--- config.mk ---
export PLATFORM = sky130hd
export DESIGN_NAME = cn_nmt_led
export DESIGN_NICKNAME = d
export VERILOG_FILES = /design/src/design/cn_nmt_led.v /design/src/design/lamp_pattern_gen.v
export VERILOG_INCLUDE_DIRS = /design/src /design/src/design
export SDC_FILE = /design/constraint.sdc
export NUM_CORES = 1
export LEC_CHECK = 0
export BUFFER_PORTS_ARGS = -buffer_cell sky130_fd_sc_hd__buf_2
export CAP_MARGIN = 20
export CORE_ASPECT_RATIO = 1.1
export CORE_MARGIN = 2
export CORE_UTILIZATION = 53
export CTS_BUF_LIST = sky130_fd_sc_hd__clkbuf_2 sky130_fd_sc_hd__clkbuf_4 sky130_fd_sc_hd__clkbuf_8
export DETAILED_ROUTE_END_ITERATION = 7
export GPL_ROUTABILITY_DRIVEN = 0
export PLACE_DENSITY = 0.82
export SYNTH_ARGS = -nofsm -noshare
export SYNTH_HDL_FRONTEND = slang
export SYNTH_SLANG_ARGS = --single-unit
export TNS_END_PERCENT = 10
--- constraint.sdc ---
create_clock -name clk_i -period 2.8 [get_ports clk_i]
set_input_delay 0.56 -clock clk_i [delete_from_list [all_inputs] [get_ports clk_i]]
set_output_delay 0.56 -clock clk_i [all_outputs]
set_load 0.01 [all_outputs]
--- src/design/cn_nmt_map.vh ---
// Constants for the controlled-node state machine and its indicator encoder.
`ifndef CN_NMT_MAP_VH
`define CN_NMT_MAP_VH

// Clock rate in kHz and pattern times in ms.
`define CLK_KHZ 200000
`define BLINK_MS 200
`define FLASH_OFF_MS 1000
`define FLICKER_MS 50
`define FRAME_TIMEOUT_MS 100

// One-hot state codes of the node state machine.
`define ST_NOT_ACTIVE 7'h01
`define ST_BASIC_ETH 7'h02
`define ST_PREOP1 7'h04
`define ST_PREOP2 7'h08
`define ST_READY 7'h10
`define ST_OPERATIONAL 7'h20
`define ST_STOPPED 7'h40

// Indicator pattern codes.
`define PAT_OFF 3'h0
`define PAT_ON 3'h1
`define PAT_BLINK 3'h2
`define PAT_SINGLE 3'h3
`define PAT_DOUBLE 3'h4
`define PAT_TRIPLE 3'h5
`define PAT_FLICKER 3'h6

`endif

--- src/design/cn_nmt_led.v ---
// Controlled-node network-management state machine with indicator encoder.
`timescale 1ns/1ps
`include "cn_nmt_map.vh"

module cn_nmt_led #(
  parameter integer TIMEOUT_CYC = `FRAME_TIMEOUT_MS * `CLK_KHZ
) (
  input wire clk_i,
  input wire resetn_i,
  input wire init_done_i,
  input wire soc_i,
  input wire preq_i,
  input wire pres_i,
  input wire soa_i,
  input wire soa_grant_i,
  input wire comm_error_i,
  input wire start_node_i,
  input wire stop_node_i,
  input wire enter_preop2_ready_i,
  input wire link1_i,
  input wire act1_i,
  input wire link2_i,
  input wire act2_i,
  input wire module_power_i,
  input wire motor_comm_ok_i,
  input wire error_i,
  input wire boot_error_i,
  output reg [6:0] nmt_state_o,
  output wire async_tx_en_o,
  output wire pdo_consume_o,
  output wire pdo_produce_o,
  output wire pdo_maybe_invalid_o,
  output wire send_pres_o,
  output wire ready_flag_o,
  output reg state_indicator_o,
  output reg first_port_link_lamp_o,
  output reg second_port_link_lamp_o,
  output reg supply_indicator_o,
  output reg error_lamp_o
);

  // ----------------------------------------------------------------------
  // State codes
  // ----------------------------------------------------------------------
  localparam [6:0] S_NACT = `ST_NOT_ACTIVE;
  localparam [6:0] S_BETH = `ST_BASIC_ETH;
  localparam [6:0] S_PRE1 = `ST_PREOP1;
  localparam [6:0] S_PRE2 = `ST_PREOP2;
  localparam [6:0] S_RDY = `ST_READY;
  localparam [6:0] S_OPER = `ST_OPERATIONAL;
  localparam [6:0] S_STOP = `ST_STOPPED;

  reg [6:0] state_q;
  reg [6:0] state_d;
  reg [31:0] tmo_cnt_q;
  reg started_q;
  wire any_frame;
  wire blink;
  wire single;
  wire dbl;
  wire triple;
  wire flick;

  assign any_frame = soc_i | preq_i | pres_i | soa_i;

  // ----------------------------------------------------------------------
  // Node state machine
  // ----------------------------------------------------------------------
  // Hold in not-active until internal initialisation reports done.
  always @(posedge clk_i) begin
    if (!resetn_i) begin
      started_q <= 1'b0;
    end else if (init_done_i) begin
      started_q <= 1'b1;
    end
  end

  // Silence timer runs only while not active; any frame restarts it.
  always @(posedge clk_i) begin
    if (!resetn_i) begin
      tmo_cnt_q <= 32'h00000000;
    end else if (state_q != S_NACT || !started_q || any_frame) begin
      tmo_cnt_q <= 32'h00000000;
    end else if (tmo_cnt_q != TIMEOUT_CYC) begin
      tmo_cnt_q <= tmo_cnt_q + 32'h00000001;
    end
  end

  // Next state; errors in pre-op two, ready, operational and stopped outrank every other event.
  always @* begin
    state_d = state_q;
    case (state_q)
      S_NACT: begin
        if (started_q && (soa_i || soc_i)) begin
          state_d = S_PRE1;
        end else if (started_q && tmo_cnt_q == TIMEOUT_CYC) begin
          state_d = S_BETH;
        end
      end
      S_BETH: begin
        // Basic Ethernet is left when managed traffic shows up again.
        if (soa_i || soc_i) begin
          state_d = S_PRE1;
        end
      end
      S_PRE1: begin
        if (soc_i) begin
          state_d = S_PRE2;
        end
      end
      S_PRE2: begin
        if (comm_error_i) begin
          state_d = S_PRE1;
        end else if (enter_preop2_ready_i) begin
          state_d = S_RDY;
        end
      end
      S_RDY: begin
        if (comm_error_i) begin
          state_d = S_PRE1;
        end else if (start_node_i) begin
          state_d = S_OPER;
        end
      end
      S_OPER: begin
        if (comm_error_i) begin
          state_d = S_PRE1;
        end else if (stop_node_i) begin
          state_d = S_STOP;
        end
      end
      S_STOP: begin
        if (comm_error_i) begin
          state_d = S_PRE1;
        end else if (start_node_i) begin
          state_d = S_OPER;
        end
      end
      default: begin
        state_d = S_NACT;
      end
    endcase
  end

  always @(posedge clk_i) begin
    if (!resetn_i) begin
      state_q <= S_NACT;
      nmt_state_o <= S_NACT;
    end else begin
      state_q <= state_d;
      nmt_state_o <= state_d;
    end
  end

  // ----------------------------------------------------------------------
  // Transmission gating
  // ----------------------------------------------------------------------
  // Asynchronous send needs a grant; stopped still watches async starts.
  assign async_tx_en_o = soa_grant_i && (state_q != S_NACT) && (state_q != S_BETH);
  // No cyclic data before pre-op two nor while stopped.
  assign pdo_consume_o = (state_q == S_PRE2) || (state_q == S_RDY) ||
                         (state_q == S_OPER);
  assign pdo_produce_o = (state_q == S_RDY) || (state_q == S_OPER);
  assign pdo_maybe_invalid_o = (state_q == S_PRE2);
  // Poll request is answered once cyclic exchange is allowed.
  assign send_pres_o = preq_i && (state_q == S_PRE2 || state_q == S_RDY ||
                                  state_q == S_OPER);
  assign ready_flag_o = (state_q == S_RDY) || (state_q == S_OPER);

  // ----------------------------------------------------------------------
  // Indicators
  // ----------------------------------------------------------------------
  lamp_pattern_gen u_pat (
    .clk_i(clk_i),
    .resetn_i(resetn_i),
    .blink_o(blink),
    .single_o(single),
    .double_o(dbl),
    .triple_o(triple),
    .flicker_o(flick)
  );

  // ----------------------------------------------------------------------
  // Pattern decoding
  // ----------------------------------------------------------------------
  // Map a node state onto its indicator pattern code.
  function [2:0] state_pattern;
    input [6:0] st;
    begin
      if (st == S_OPER) begin
        state_pattern = `PAT_ON;
      end else if (st == S_STOP) begin
        state_pattern = `PAT_BLINK;
      end else if (st == S_PRE1) begin
        state_pattern = `PAT_SINGLE;
      end else if (st == S_PRE2) begin
        state_pattern = `PAT_DOUBLE;
      end else if (st == S_RDY) begin
        state_pattern = `PAT_TRIPLE;
      end else if (st == S_BETH) begin
        state_pattern = `PAT_FLICKER;
      end else begin
        state_pattern = `PAT_OFF;
      end
    end
  endfunction

  // Turn a pattern code into the lamp level for this cycle.
  // An unknown code shows dark, so a stray value never lights a lamp.
  function pattern_level;
    input [2:0] code;
    input bl;
    input sg;
    input db;
    input tr;
    input fl;
    begin
      case (code)
        `PAT_ON: begin
          pattern_level = 1'b1;
        end
        `PAT_BLINK: begin
          pattern_level = bl;
        end
        `PAT_SINGLE: begin
          pattern_level = sg;
        end
        `PAT_DOUBLE: begin
          pattern_level = db;
        end
        `PAT_TRIPLE: begin
          pattern_level = tr;
        end
        `PAT_FLICKER: begin
          pattern_level = fl;
        end
        default: begin
          pattern_level = 1'b0;
        end
      endcase
    end
  endfunction

  // Pattern codes of the three status lamps; all share one decoder.
  wire [2:0] state_code;
  wire [2:0] supply_code;
  wire [2:0] error_code;
  assign state_code = state_pattern(state_q);
  assign supply_code = !module_power_i ? `PAT_OFF :
                       (motor_comm_ok_i ? `PAT_ON : `PAT_FLICKER);
  // Boot failure outranks an ordinary error.
  assign error_code = boot_error_i ? `PAT_FLICKER :
                      (error_i ? `PAT_ON : `PAT_OFF);

  // Link lamp is shared by both ports, so it is a function.
  function link_lamp;
    input link;
    input act;
    input fl;
    begin
      link_lamp = link & (act ? fl : 1'b1);
    end
  endfunction

  always @(posedge clk_i) begin
    if (!resetn_i) begin
      state_indicator_o <= 1'b0;
      first_port_link_lamp_o <= 1'b0;
      second_port_link_lamp_o <= 1'b0;
      supply_indicator_o <= 1'b0;
      error_lamp_o <= 1'b0;
    end else begin
      state_indicator_o <= pattern_level(state_code, blink, single, dbl, triple,
                                         flick);
      first_port_link_lamp_o <= link_lamp(link1_i, act1_i, flick);
      second_port_link_lamp_o <= link_lamp(link2_i, act2_i, flick);
      supply_indicator_o <= pattern_level(supply_code, blink, single, dbl, triple,
                                          flick);
      error_lamp_o <= pattern_level(error_code, blink, single, dbl, triple,
                                    flick);
    end
  end

endmodule // cn_nmt_led

--- src/design/lamp_pattern_gen.v ---
// Indicator pattern timebase: blink, flash and flicker waveforms.
`timescale 1ns/1ps
`include "cn_nmt_map.vh"

module lamp_pattern_gen (
  input wire clk_i,
  input wire resetn_i,
  output reg blink_o,
  output reg single_o,
  output reg double_o,
  output reg triple_o,
  output reg flicker_o
);

  // ----------------------------------------------------------------------
  // Timebase constants
  // ----------------------------------------------------------------------
  localparam integer MS_CYC = `CLK_KHZ;
  localparam integer TICK_LAST = `BLINK_MS * MS_CYC - 1;
  localparam integer FLICK_LAST = (`FLICKER_MS * MS_CYC) / 2 - 1;
  localparam integer OFF_SLOTS = `FLASH_OFF_MS / `BLINK_MS;

  reg [25:0] tick_cnt_q;
  reg [22:0] flick_cnt_q;
  reg tick_200;
  wire [2:0] flash_on;

  // One-cycle enable every 200 ms from the single system clock.
  always @* begin
    tick_200 = (tick_cnt_q == TICK_LAST[25:0]);
  end

  always @(posedge clk_i) begin
    if (!resetn_i) begin
      tick_cnt_q <= 26'h0000000;
      flick_cnt_q <= 23'h000000;
      blink_o <= 1'b0;
      flicker_o <= 1'b0;
    end else begin
      tick_cnt_q <= tick_200 ? 26'h0000000 : tick_cnt_q + 26'h0000001;
      if (flick_cnt_q == FLICK_LAST[22:0]) begin
        flick_cnt_q <= 23'h000000;
        flicker_o <= ~flicker_o;
      end else begin
        flick_cnt_q <= flick_cnt_q + 23'h000001;
      end
      if (tick_200) begin
        blink_o <= ~blink_o;
      end
    end
  end

  // Each flash pattern owns a 200 ms slot counter, so every one of them
  // ends in exactly 1 s of dark; a shared frame would stretch the gap.
  genvar g;
  generate
    for (g = 0; g < 3; g = g + 1) begin : flash_slot
      localparam integer WRAP = 2 * g + OFF_SLOTS;
      localparam integer LAST_ON = 2 * g;
      reg [3:0] ph_q;
      always @(posedge clk_i) begin
        if (!resetn_i) begin
          ph_q <= 4'h0;
        end else if (tick_200) begin
          ph_q <= (ph_q == WRAP[3:0]) ? 4'h0 : ph_q + 4'h1;
        end
      end
      assign flash_on[g] = !ph_q[0] && (ph_q <= LAST_ON[3:0]);
    end
  endgenerate

  // Flash waveforms are registered so the lamps never see decode glitches.
  always @(posedge clk_i) begin
    if (!resetn_i) begin
      single_o <= 1'b0;
      double_o <= 1'b0;
      triple_o <= 1'b0;
    end else begin
      single_o <= flash_on[0];
      double_o <= flash_on[1];
      triple_o <= flash_on[2];
    end
  end

endmodule // lamp_pattern_gen

## Yosys cells after proc, flatten, opt, wreduce, memory -nomap -nowiden

Cells that the tools add are included.

- Muxes and demuxes: 29
- Bitwise logic cells: 8
- Add/sub/neg operators: 6
- Order comparisons: 3
- Equality and inequality tests: 40
- Reduce and logical (&&, ||, !) cells: 23

Operator list:

| kind | number |
|---|---|
| 7-bit two-way mux | 10 |
| 7-bit one-hot mux with 6 select lines | 1 |
| 32-bit by 1-bit adder with 32-bit output, second input constant | 1 |
| 32-bit by 25-bit equality test with 1-bit output, second input constant | 1 |
| 32-bit by 25-bit != test with 1-bit output, second input constant | 1 |
| 3-bit equality test, second input constant | 9 |
| 3-bit two-way mux | 9 |
| 26-bit by 1-bit adder with 26-bit output, second input constant | 1 |
| 26-bit equality test, second input constant | 1 |
| 23-bit by 1-bit adder with 23-bit output, second input constant | 1 |
| 23-bit equality test, second input constant | 1 |
| 3-bit by 2-bit equality test with 1-bit output, second input constant | 6 |
| 1-bit one-hot mux with 6 select lines | 3 |
| 4-bit by 1-bit adder with 4-bit output, second input constant | 3 |
| 4-bit two-way mux | 3 |
| 3-bit by 1-bit equality test with 1-bit output, second input constant | 3 |
| 3-bit != test, second input constant | 3 |
| 4-bit by 3-bit equality test with 1-bit output, second input constant | 2 |
| 1-bit logical AND | 8 |
| 2-bit OR reduction | 4 |
| 7-bit by 1-bit equality test with 1-bit output, second input constant | 1 |
| 7-bit by 2-bit equality test with 1-bit output, second input constant | 1 |
| 7-bit by 3-bit equality test with 1-bit output, second input constant | 1 |
| 7-bit by 4-bit equality test with 1-bit output, second input constant | 1 |
| other kinds (18) | 34 |

- Output and inout port bits: 18
- Input port bits: 20
- Flip-flop bits (word level): 111
- Word-level logic and storage cells: 127

## Depth between registers and ports, before layout

Gate-level depths: netlist of the first run.

- Depth in word-level cells: 9
- Gate-level depth with buffers: 7
- Gate-level depth less buffers: 7

## Cells and area by module

Synthesis of the first run repeated with hierarchy kept, for this count alone.

- Cell total of the unflattened synthesis: 633
- Area, all modules: 5,417.7 sq um

Modules (own cells, without submodules):

| module | cells each | instances | area each (sq um) | sequential area each (sq um) |
|---|---|---|---|---|
| lamp_pattern_gen | 359 | 1 | 3,084.2 | 1,321.3 |
| cn_nmt_led | 274 | 1 | 2,333.5 | 900.9 |

## Worst setup path before layout of the first run

No wires, ideal clock.

- Path kind: reg-to-output
- Start: reg state_q[1]
- End: out send_pres_o
- Data required time: 2,240 ps
- Path slack: 558 ps
- Data arrival time: 1,682 ps
- Path buffers: 1
- Cell stages (with the launch flop): 6
- Cell sequence: dfxtp_1 -> buf_6 -> or4_4 -> nor3_1 -> or2_2 -> and2_1

- Word-level cells in the longest chain between the ends: 4
- Elaborated cells on any way between the ends: 6
- Classes of those cells: eq/ne: 3; reduce/logical: 3

Ends and longest elaborated chain:

| what | line | source |
|---|---|---|
| start, declared | cn_nmt_led.v:53 | `reg [6:0] state_q;` |
| start signal, assigned | cn_nmt_led.v:150 | `state_q <= state_d;` |
| 7-bit by 4-bit equality test with 1-bit output | - |  |
| named net pdo_maybe_invalid_o | cn_nmt_led.v:32 | `output wire pdo_maybe_invalid_o,` |
| 1-bit logical OR (2 in series) | cn_nmt_led.v:166 | `assign send_pres_o = preq_i && (state_q == S_PRE2 \|\| state_q == S_RDY \|\|` |
| named net pdo_consume_o | cn_nmt_led.v:30 | `output wire pdo_consume_o,` |
| 1-bit logical AND | cn_nmt_led.v:166 |  |
| end, declared | cn_nmt_led.v:33 | `output wire send_pres_o,` |

The timed path passes the listed nets, and every way through them passes these cells.

## Worst setup path in the final report of the first run

- Start: reg state_q[2]
- End: out async_tx_en_o

- Word-level cells in the longest chain between the ends: 3
- Elaborated cells on any way between the ends: 4
- Classes of those cells: eq/ne: 2; reduce/logical: 2

Ends and longest elaborated chain:

| what | line | source |
|---|---|---|
| 7-bit by 1-bit != test with 1-bit output | cn_nmt_led.v:159 | `assign async_tx_en_o = soa_grant_i && (state_q != S_NACT) && (state_q != S_BETH);` |
| 1-bit logical AND | cn_nmt_led.v:159 |  |
| 1-bit logical AND (*) | cn_nmt_led.v:159 |  |
| end, declared | cn_nmt_led.v:29 | `output wire async_tx_en_o,` |

Every way passes the cells marked *; elsewhere a longest branch is shown, timed or not.

==> results of run 1 <==
-- registers in the layout, indices dropped and copies added, names as in the netlist, 7 cells and up --
register / count
tmo_cnt_q: 32
u_pat.tick_cnt_q: 26
u_pat.flick_cnt_q: 23
u_pat.flash_slot.ph_q: 12
state_q: 7
-- logic make-up after synthesis --
logic type	after synthesis
AO/OA/AOI/OAI	56
XOR/XNOR	77
adder cells (fa/ha/maj)	6
buffers and inverters	48
flip-flops	111
multiplexers	3
AND/OR/NAND/NOR	328
-- critical path, cell delays in order (launching register included) --
cell and delay [ns]:
dfxtp_1 0.45, or4_1 0.60, nor3_2 0.39, nor3b_1 0.10, buf_2 0.15
-- power groups by stage --
stage                     combinational, mW  clock, mW  sequential [mW]
after floorplan                       0.133          0             1.66
after global placement                0.178          0             1.66
after detailed placement              0.182          0             1.67
after CTS                             0.183      0.918             1.63
after global routing                  0.202      0.977             1.64
final                                 0.182      0.890             1.63
-- final cells by class --
| class | instances | area, µm² | area share [%] |
|---|---|---|---|
| clock buffer | 14 | 168 | 2.91 |
| clock inverter | 2 | 16.3 | 0.283 |
| inverter | 21 | 78.8 | 1.37 |
| multi-input combinational | 470 | 2890 | 50.3 |
| sequential | 111 | 2220 | 38.6 |
| tap | 120 | 150 | 2.61 |
| timing repair buffer | 42 | 223 | 3.87 |
-- cell usage in the layout (no fill, tap or decap), types with 5 or more instances in the layout --
cell | Yosys | routed
a21oi_1 | 22 | 22
nor4b_1 | 9 | 9
ha_1 | 6 | 6
nand3_1 | 33 | 33
or3_1 | 6 | 6
inv_1 | 21 | 21
and4_1 | 8 | 8
nor3_1 | 14 | 14
nand2_1 | 44 | 44
buf_2 | 2 | 37
nor4_1 | 22 | 22
clkbuf_8 | 0 | 10
nand2b_1 | 6 | 6
o21ai_0 | 10 | 10
buf_4 | 1 | 5
xnor2_1 | 44 | 44
xor2_1 | 33 | 33
and3_1 | 14 | 14
nor2_1 | 106 | 106
or4_1 | 6 | 6
dfxtp_1 | 111 | 111
nand4_1 | 30 | 30
-- per-layer routing --
metal / global-route usage [%] / routed length [µm] / vias to the layer above / part of all wire (%)
li1: - / - / 2256 / -
met1: 25.4 / 4830 / 2092 / 46
met2: 34.4 / 4890 / 107 / 47
met3: 4.68 / 524 / 16 / 5.0
met4: 7.53 / 180 / 0 / 1.7
met5: 0 / 0 / - / 0
-- worst min-delay path by stage --
stage                                               endpoint  cells past startpoint  slack, ns
after floorplan               u_pat.tick_cnt_q[0]$_SDFF_PP0_                      1       0.43
after global placement        u_pat.tick_cnt_q[0]$_SDFF_PP0_                      1       0.44
after detailed placement      u_pat.tick_cnt_q[0]$_SDFF_PP0_                      1       0.47
after CTS                  first_port_link_lamp_o$_SDFF_PN0_                      2       0.33
after global routing      second_port_link_lamp_o$_SDFF_PN0_                      2       0.34
final                      first_port_link_lamp_o$_SDFF_PN0_                      2       0.34
-- metrics by stage --
stage	util, %	setup slack, ns	hold slack (ns)	power (mW)	area, µm²
floorplan	-	0.558	0.430	1.79	5310
global placement	56.8	0.570	0.439	1.84	5570
detailed placement	56.8	0.516	0.474	1.85	5570
CTS	58.7	0.166	0.335	2.73	5750
global route	58.7	0.0377	0.336	2.81	5750
finish	58.7	0.179	0.343	2.70	5750
==> out/summary.txt, run 1 <==
Clock power share = 32.9%
Routed Antenna Nets = 0
Area leader, netlist = dfxtp_1
Switching Fraction = 23.5%
H-tree Lvls = 3
Post-synth ARST share = 0%
Drt drc = 0
Port Buf Inserts = 37
Inserted Clock Buffers = 9
List of most frequent post-synthesis cells = dfxtp_1 (111), nor2_1 (106), nand2_1 (44), xnor2_1 (44)
Slew HR = 57.3%
Sequential power share = 60.3%
Vias in the first global route = 4225
Clock Path Buffers = 2
CP startpoint = state_q[2]$_SDFFE_PN0P_
Vias = 4471
ANT cells = 0
Routed wire length = 10400 µm
Top fanout value on the critical path = 15
Simple-gate share of the synthesized area = 33.0%
Die Ht = 109 µm
Critical path arrival = 2.06 ns
CTS sink cnt = 111
Fillers = 845
Yosys top cell area share = 41.8%
Iteration-0 DRC Markers = 270
Run status = completed
CP endpoint = async_tx_en_o
Vias/cell = 5.73
Final hold vios = 0
Worst min path class = input port to register
Critical Path End Type = output port
Required time of the critical path = 2.24 ns
First-pass GRT wire length = 18300 µm
Critical path class = register to output port
Worst reg2reg path endpoint = state_q[1]$_SDFFE_PN0P_
Fin cells = 780
Rows = 38
Root Buffer = clkbuf_8
R2R depth = 5
Fin crit share = 93.6%
Total nets after synthesis = 655
Cell with the most instances after synthesis = dfxtp_1
Finish-stage setup viols = 0
Post-Syn Area = 5310 µm²
TritonRoute pass-1 iters = 4
Reg-to-reg startpoint = state_q[5]$_SDFFE_PN0P_
P_int = 2.07 mW
Antenna violations before repair = 0
Max Clock Skew = 0.0172 ns
MaxCap Viol Count = 0
Largest net degree at the start of global routing = 33
WL per Instance = 13.4 µm
Layout area overhead = 8.32%
Clock slew at reported path FFs = 0.10 ns
Worst R2R Setup Slack = 0.48 ns
CTS Hold Bufs = 0
Top Ports = 38
Placed insts = 764
Seq/Total Area, Yosys = 41.8%
Adder-cell share of the synthesized area = 1.41%
Post-DP HPWL = 7390 µm
Crit start category = register
Post-CTS sizing = 0
Proportion of layout cells with a drive suffix above 1 = 10.8%
XOR/XNOR share of the synthesized area = 12.7%
Area of the core = 9790 µm²
Final slew viol count = 0
Grt total ovfl = 0
Ys flop type = dfxtp_1
Hold_sp = act1_i
Largest family of logic cells by synthesized area = simple AND/OR/NAND/NOR gates
P per Cell Area = 470 nW/µm²
Mux cell area share after synthesis = 0.566%
DIE WIDTH = 99.4 µm
Total GRT Usage = 20.3%
Die ar. = 10800 µm²
Netlist cell types = 60
Worst-Skew Late Latency = 0.37 ns
Worst VDD drop = 0.000236 V
Cell count after synthesis = 629
Worst-Margin Slew = 0.632 ns
Leakage power = 1.95 nW
Register bit total from synthesis = 111
Fmax = 382 MHz
Postcts setup bufs = 0
Final layout net count = 681
Fin crit period = 2.62 ns
Post-synthesis compound-gate area fraction = 6.86%
Power share of the combinational group = 6.7%
Starting Density = 54.2%
Largest cells by area after synthesis = dfxtp_1 (42%), nor2_1 (7.5%), xnor2_1 (7.3%), xor2_1 (5.4%), nand4_1 (3.5%)
Post-synth EDFFs = 0
Switching pwr = 0.635 mW
CTS tree = yes
RSZ-0062 raised after global routing = no
Mapped Avg Cell Area = 8.44 µm²
Syn. warnings = 0
Setup TNS = 0 ns
Note: power is estimated with default switching activity, not from simulation.
==> run 2, diff against run 1 <==
==> constraint.sdc (replaced) <==
create_clock -name clk_i -period 2.8 [get_ports clk_i]
set_input_delay 0.56 -clock clk_i [delete_from_list [all_inputs] [get_ports clk_i]]
set_output_delay 0.56 -clock clk_i [all_outputs]
set_load 0.005 [all_outputs]
==> run 2 against run 1 <==
Compared with the run above:
- die area did not move
- global-route usage about the same
- flip-flop and latch count did not move
- sequential power about the same
- utilization grew 0.20 points
- non-clock buffer count is the same
- register-to-register slack barely moved
- first-iteration DRC count rose by 6.7%
- clock power rose by 9.3%
- critical path type unchanged
- largest cell class unchanged
==> out/summary.txt, run 2 (synthesized netlist as in run 1, its figures left out) <==
Total GRT Usage = 20.3% (about the same)
Antenna violations before repair = 0 (unchanged)
Critical path arrival = 2.09 ns (+0.03 ns)
Proportion of layout cells with a drive suffix above 1 = 10.8% (unchanged)
P per Cell Area = 482 nW/µm² (+2.6%)
ANT cells = 0 (unchanged)
Area of the core = 9790 µm² (unchanged)
Vias/cell = 5.77 (+0.69%)
Grt total ovfl = 0 (unchanged)
Reg-to-reg startpoint = state_q[5]$_SDFFE_PN0P_
Final slew viol count = 0 (unchanged)
Final hold vios = 0 (unchanged)
Critical path class = register to output port
Root Buffer = clkbuf_8
Multi-input logic area = 2890 µm² (unchanged)
Most frequent cells in the layout = dfxtp_1 (111), nor2_1 (106), nand2_1 (44), xnor2_1 (44), buf_2 (37)
Biggest register = tmo_cnt_q
Worst hold slack = 0.348 ns (+0.00505 ns)
Port Buf Inserts = 37 (unchanged)
Clock slew at reported path FFs = 0.10 ns (about the same)
Top flop regs = tmo_cnt_q: 32 flops, u_pat.tick_cnt_q: 26 flops, u_pat.flick_cnt_q: 23 flops
R2R depth = 5 (unchanged)
Fillers = 821 (-2.8%)
Slew HR = 57.3% (about the same)
Met2 usage = 34.2% (-0.14 points)
Fmax = 377 MHz (-1.1%)
Setup TNS = 0 ns (unchanged)
CTS Hold Bufs = 0 (unchanged)
Met3 GRT Util = 3.08% (-1.6 points)
WHS Endpoint = first_port_link_lamp_o$_SDFF_PN0_
MaxCap Viol Count = 0 (unchanged)
Worst reg2reg path endpoint = state_q[1]$_SDFFE_PN0P_
CTS sink cnt = 111 (unchanged)
Post-CTS sizing = 0 (unchanged)
Worst-Skew Late Latency = 0.37 ns (about the same)
Worst-Margin Slew = 0.632 ns (-0.000213 ns)
RSZ-0062 raised after global routing = no
Largest net degree at the start of global routing = 33 (unchanged)
Iteration-0 DRC Markers = 288 (+6.7%)
Top Ports = 38 (unchanged)
CTS tree = yes
Vias = 4502 (+0.69%)
Worst min path class = input port to register
Hold_sp = act1_i
H-tree Lvls = 3 (unchanged)
WL per Instance = 13.6 µm (+1.4%)
Drt drc = 0 (unchanged)
Run status = completed
Storage cell area = 2220 µm² (unchanged)
Layout area overhead = 8.69%
Die Ht = 109 µm (unchanged)
Leakage power = 1.96 nW (+0.64%)
Layer with the highest usage = met2
Finish-stage setup viols = 0 (unchanged)
Max Clock Skew = 0.0142 ns (-0.00302 ns)
Worst VDD drop = 0.000301 V (+27%)
Postcts setup bufs = 0 (unchanged)
Grt met1 use = 25.3% (-0.070 points)
Commonest non-fill, non-tap cell in the layout = dfxtp_1
Required time of the critical path = 2.24 ns (about the same)
Starting Density = 54.2% (unchanged)
Fin crit period = 2.65 ns (+0.0284 ns)
Final layout net count = 681 (unchanged)
TritonRoute pass-1 iters = 5 (+1)
Clock Path Buffers = 2 (unchanged)
First-pass GRT wire length = 18300 µm (-0.30%)
Crit start category = register
Routed wire length = 10600 µm (+1.4%)
Setup WS post-layout = 0.151 ns (-0.0284 ns)
Die ar. = 10800 µm² (unchanged)
Post-DP HPWL = 7470 µm (+1.2%)
Routed Antenna Nets = 0 (unchanged)
DIE WIDTH = 99.4 µm (unchanged)
Max FFs per register = 32 (unchanged)
Vias in the first global route = 4285 (+1.4%)
Top fanout value on the critical path = 17 (+2)
Critical Path End Type = output port
Rows = 38 (unchanged)
Worst R2R Setup Slack = 0.48 ns (about the same)
Inserted Clock Buffers = 9 (unchanged)
Placement Setup Slack = 0.513 ns (-0.00321 ns)
Number of cells on the worst hold path = 2 (unchanged)
Post-route core utilization = 58.9% (+0.20 points)
Fin crit share = 94.6% (+1.0 points)
run 2: cell types whose count changed in the layout (fill, tap and decap cells not counted), sizes merged:
cell      previous run  this run
inv                 21        23
clkbuf              14        10
clkinvlp             1         0
bufinv               0         1
clkinv               1         3
run 2: metrics by stage:
| stage | area (µm²) | cells | total power [mW] |
|---|---|---|---|
| 2_1_floorplan | 5310 | 629 | 1.79 |
| 3_3_place_gp | 5570 | 764 | 1.83 |
| 3_5_place_dp | 5570 | 764 | 1.84 |
| 4_1_cts | 5770 | 780 | 2.81 |
| 5_1_grt | 5770 | 780 | 2.89 |
| 6_report | 5770 | 780 | 2.78 |
run 2: worst max path at each step:
| stage | from | end | slack, ns |
|---|---|---|---|
| 2_1_floorplan | state_q[1]$_SDFFE_PN0P_ | state_q[1]$_SDFFE_PN0P_ | 0.63 |
| 3_3_place_gp | state_q[5]$_SDFFE_PN0P_ | state_q[1]$_SDFFE_PN0P_ | 0.58 |
| 3_5_place_dp | state_q[5]$_SDFFE_PN0P_ | state_q[1]$_SDFFE_PN0P_ | 0.51 |
| 4_1_cts | state_q[5]$_SDFFE_PN0P_ | async_tx_en_o | 0.15 |
| 5_1_grt | state_q[5]$_SDFFE_PN0P_ | async_tx_en_o | 0.05 |
| 6_report | state_q[5]$_SDFFE_PN0P_ | async_tx_en_o | 0.15 |
run 2: per-layer routing:
metal	vias up	wire length, µm
met5	-	0
met4	0	251
met3	23	491
met2	113	4930
met1	2107	4900
li1	2259	-
run 2: final cells by class:
cell class                 instances  area share [%]
multi-input combinational        470            50.1
clock buffer                      10            2.38
sequential                       111            38.5
inverter                          21            1.37
timing repair buffer              42            3.86
tap                              120            2.60
clock inverter                     6            1.15
run 2: worst max-delay path, stage by stage (launching register included):
cell and delay [ns]:
dfxtp_1 0.48, or4_1 0.58, nor3_2 0.42, nor3b_1 0.10, buf_2 0.14
run 2: where the power goes:
| part | switching [mW] | internal [mW] | total (mW) |
|---|---|---|---|
| registers | 0.0300 | 1.60 | 1.63 |
| clock network | 0.530 | 0.443 | 0.973 |
| logic | 0.104 | 0.0772 | 0.181 |
| total | 0.663 | 2.12 | 2.78 |
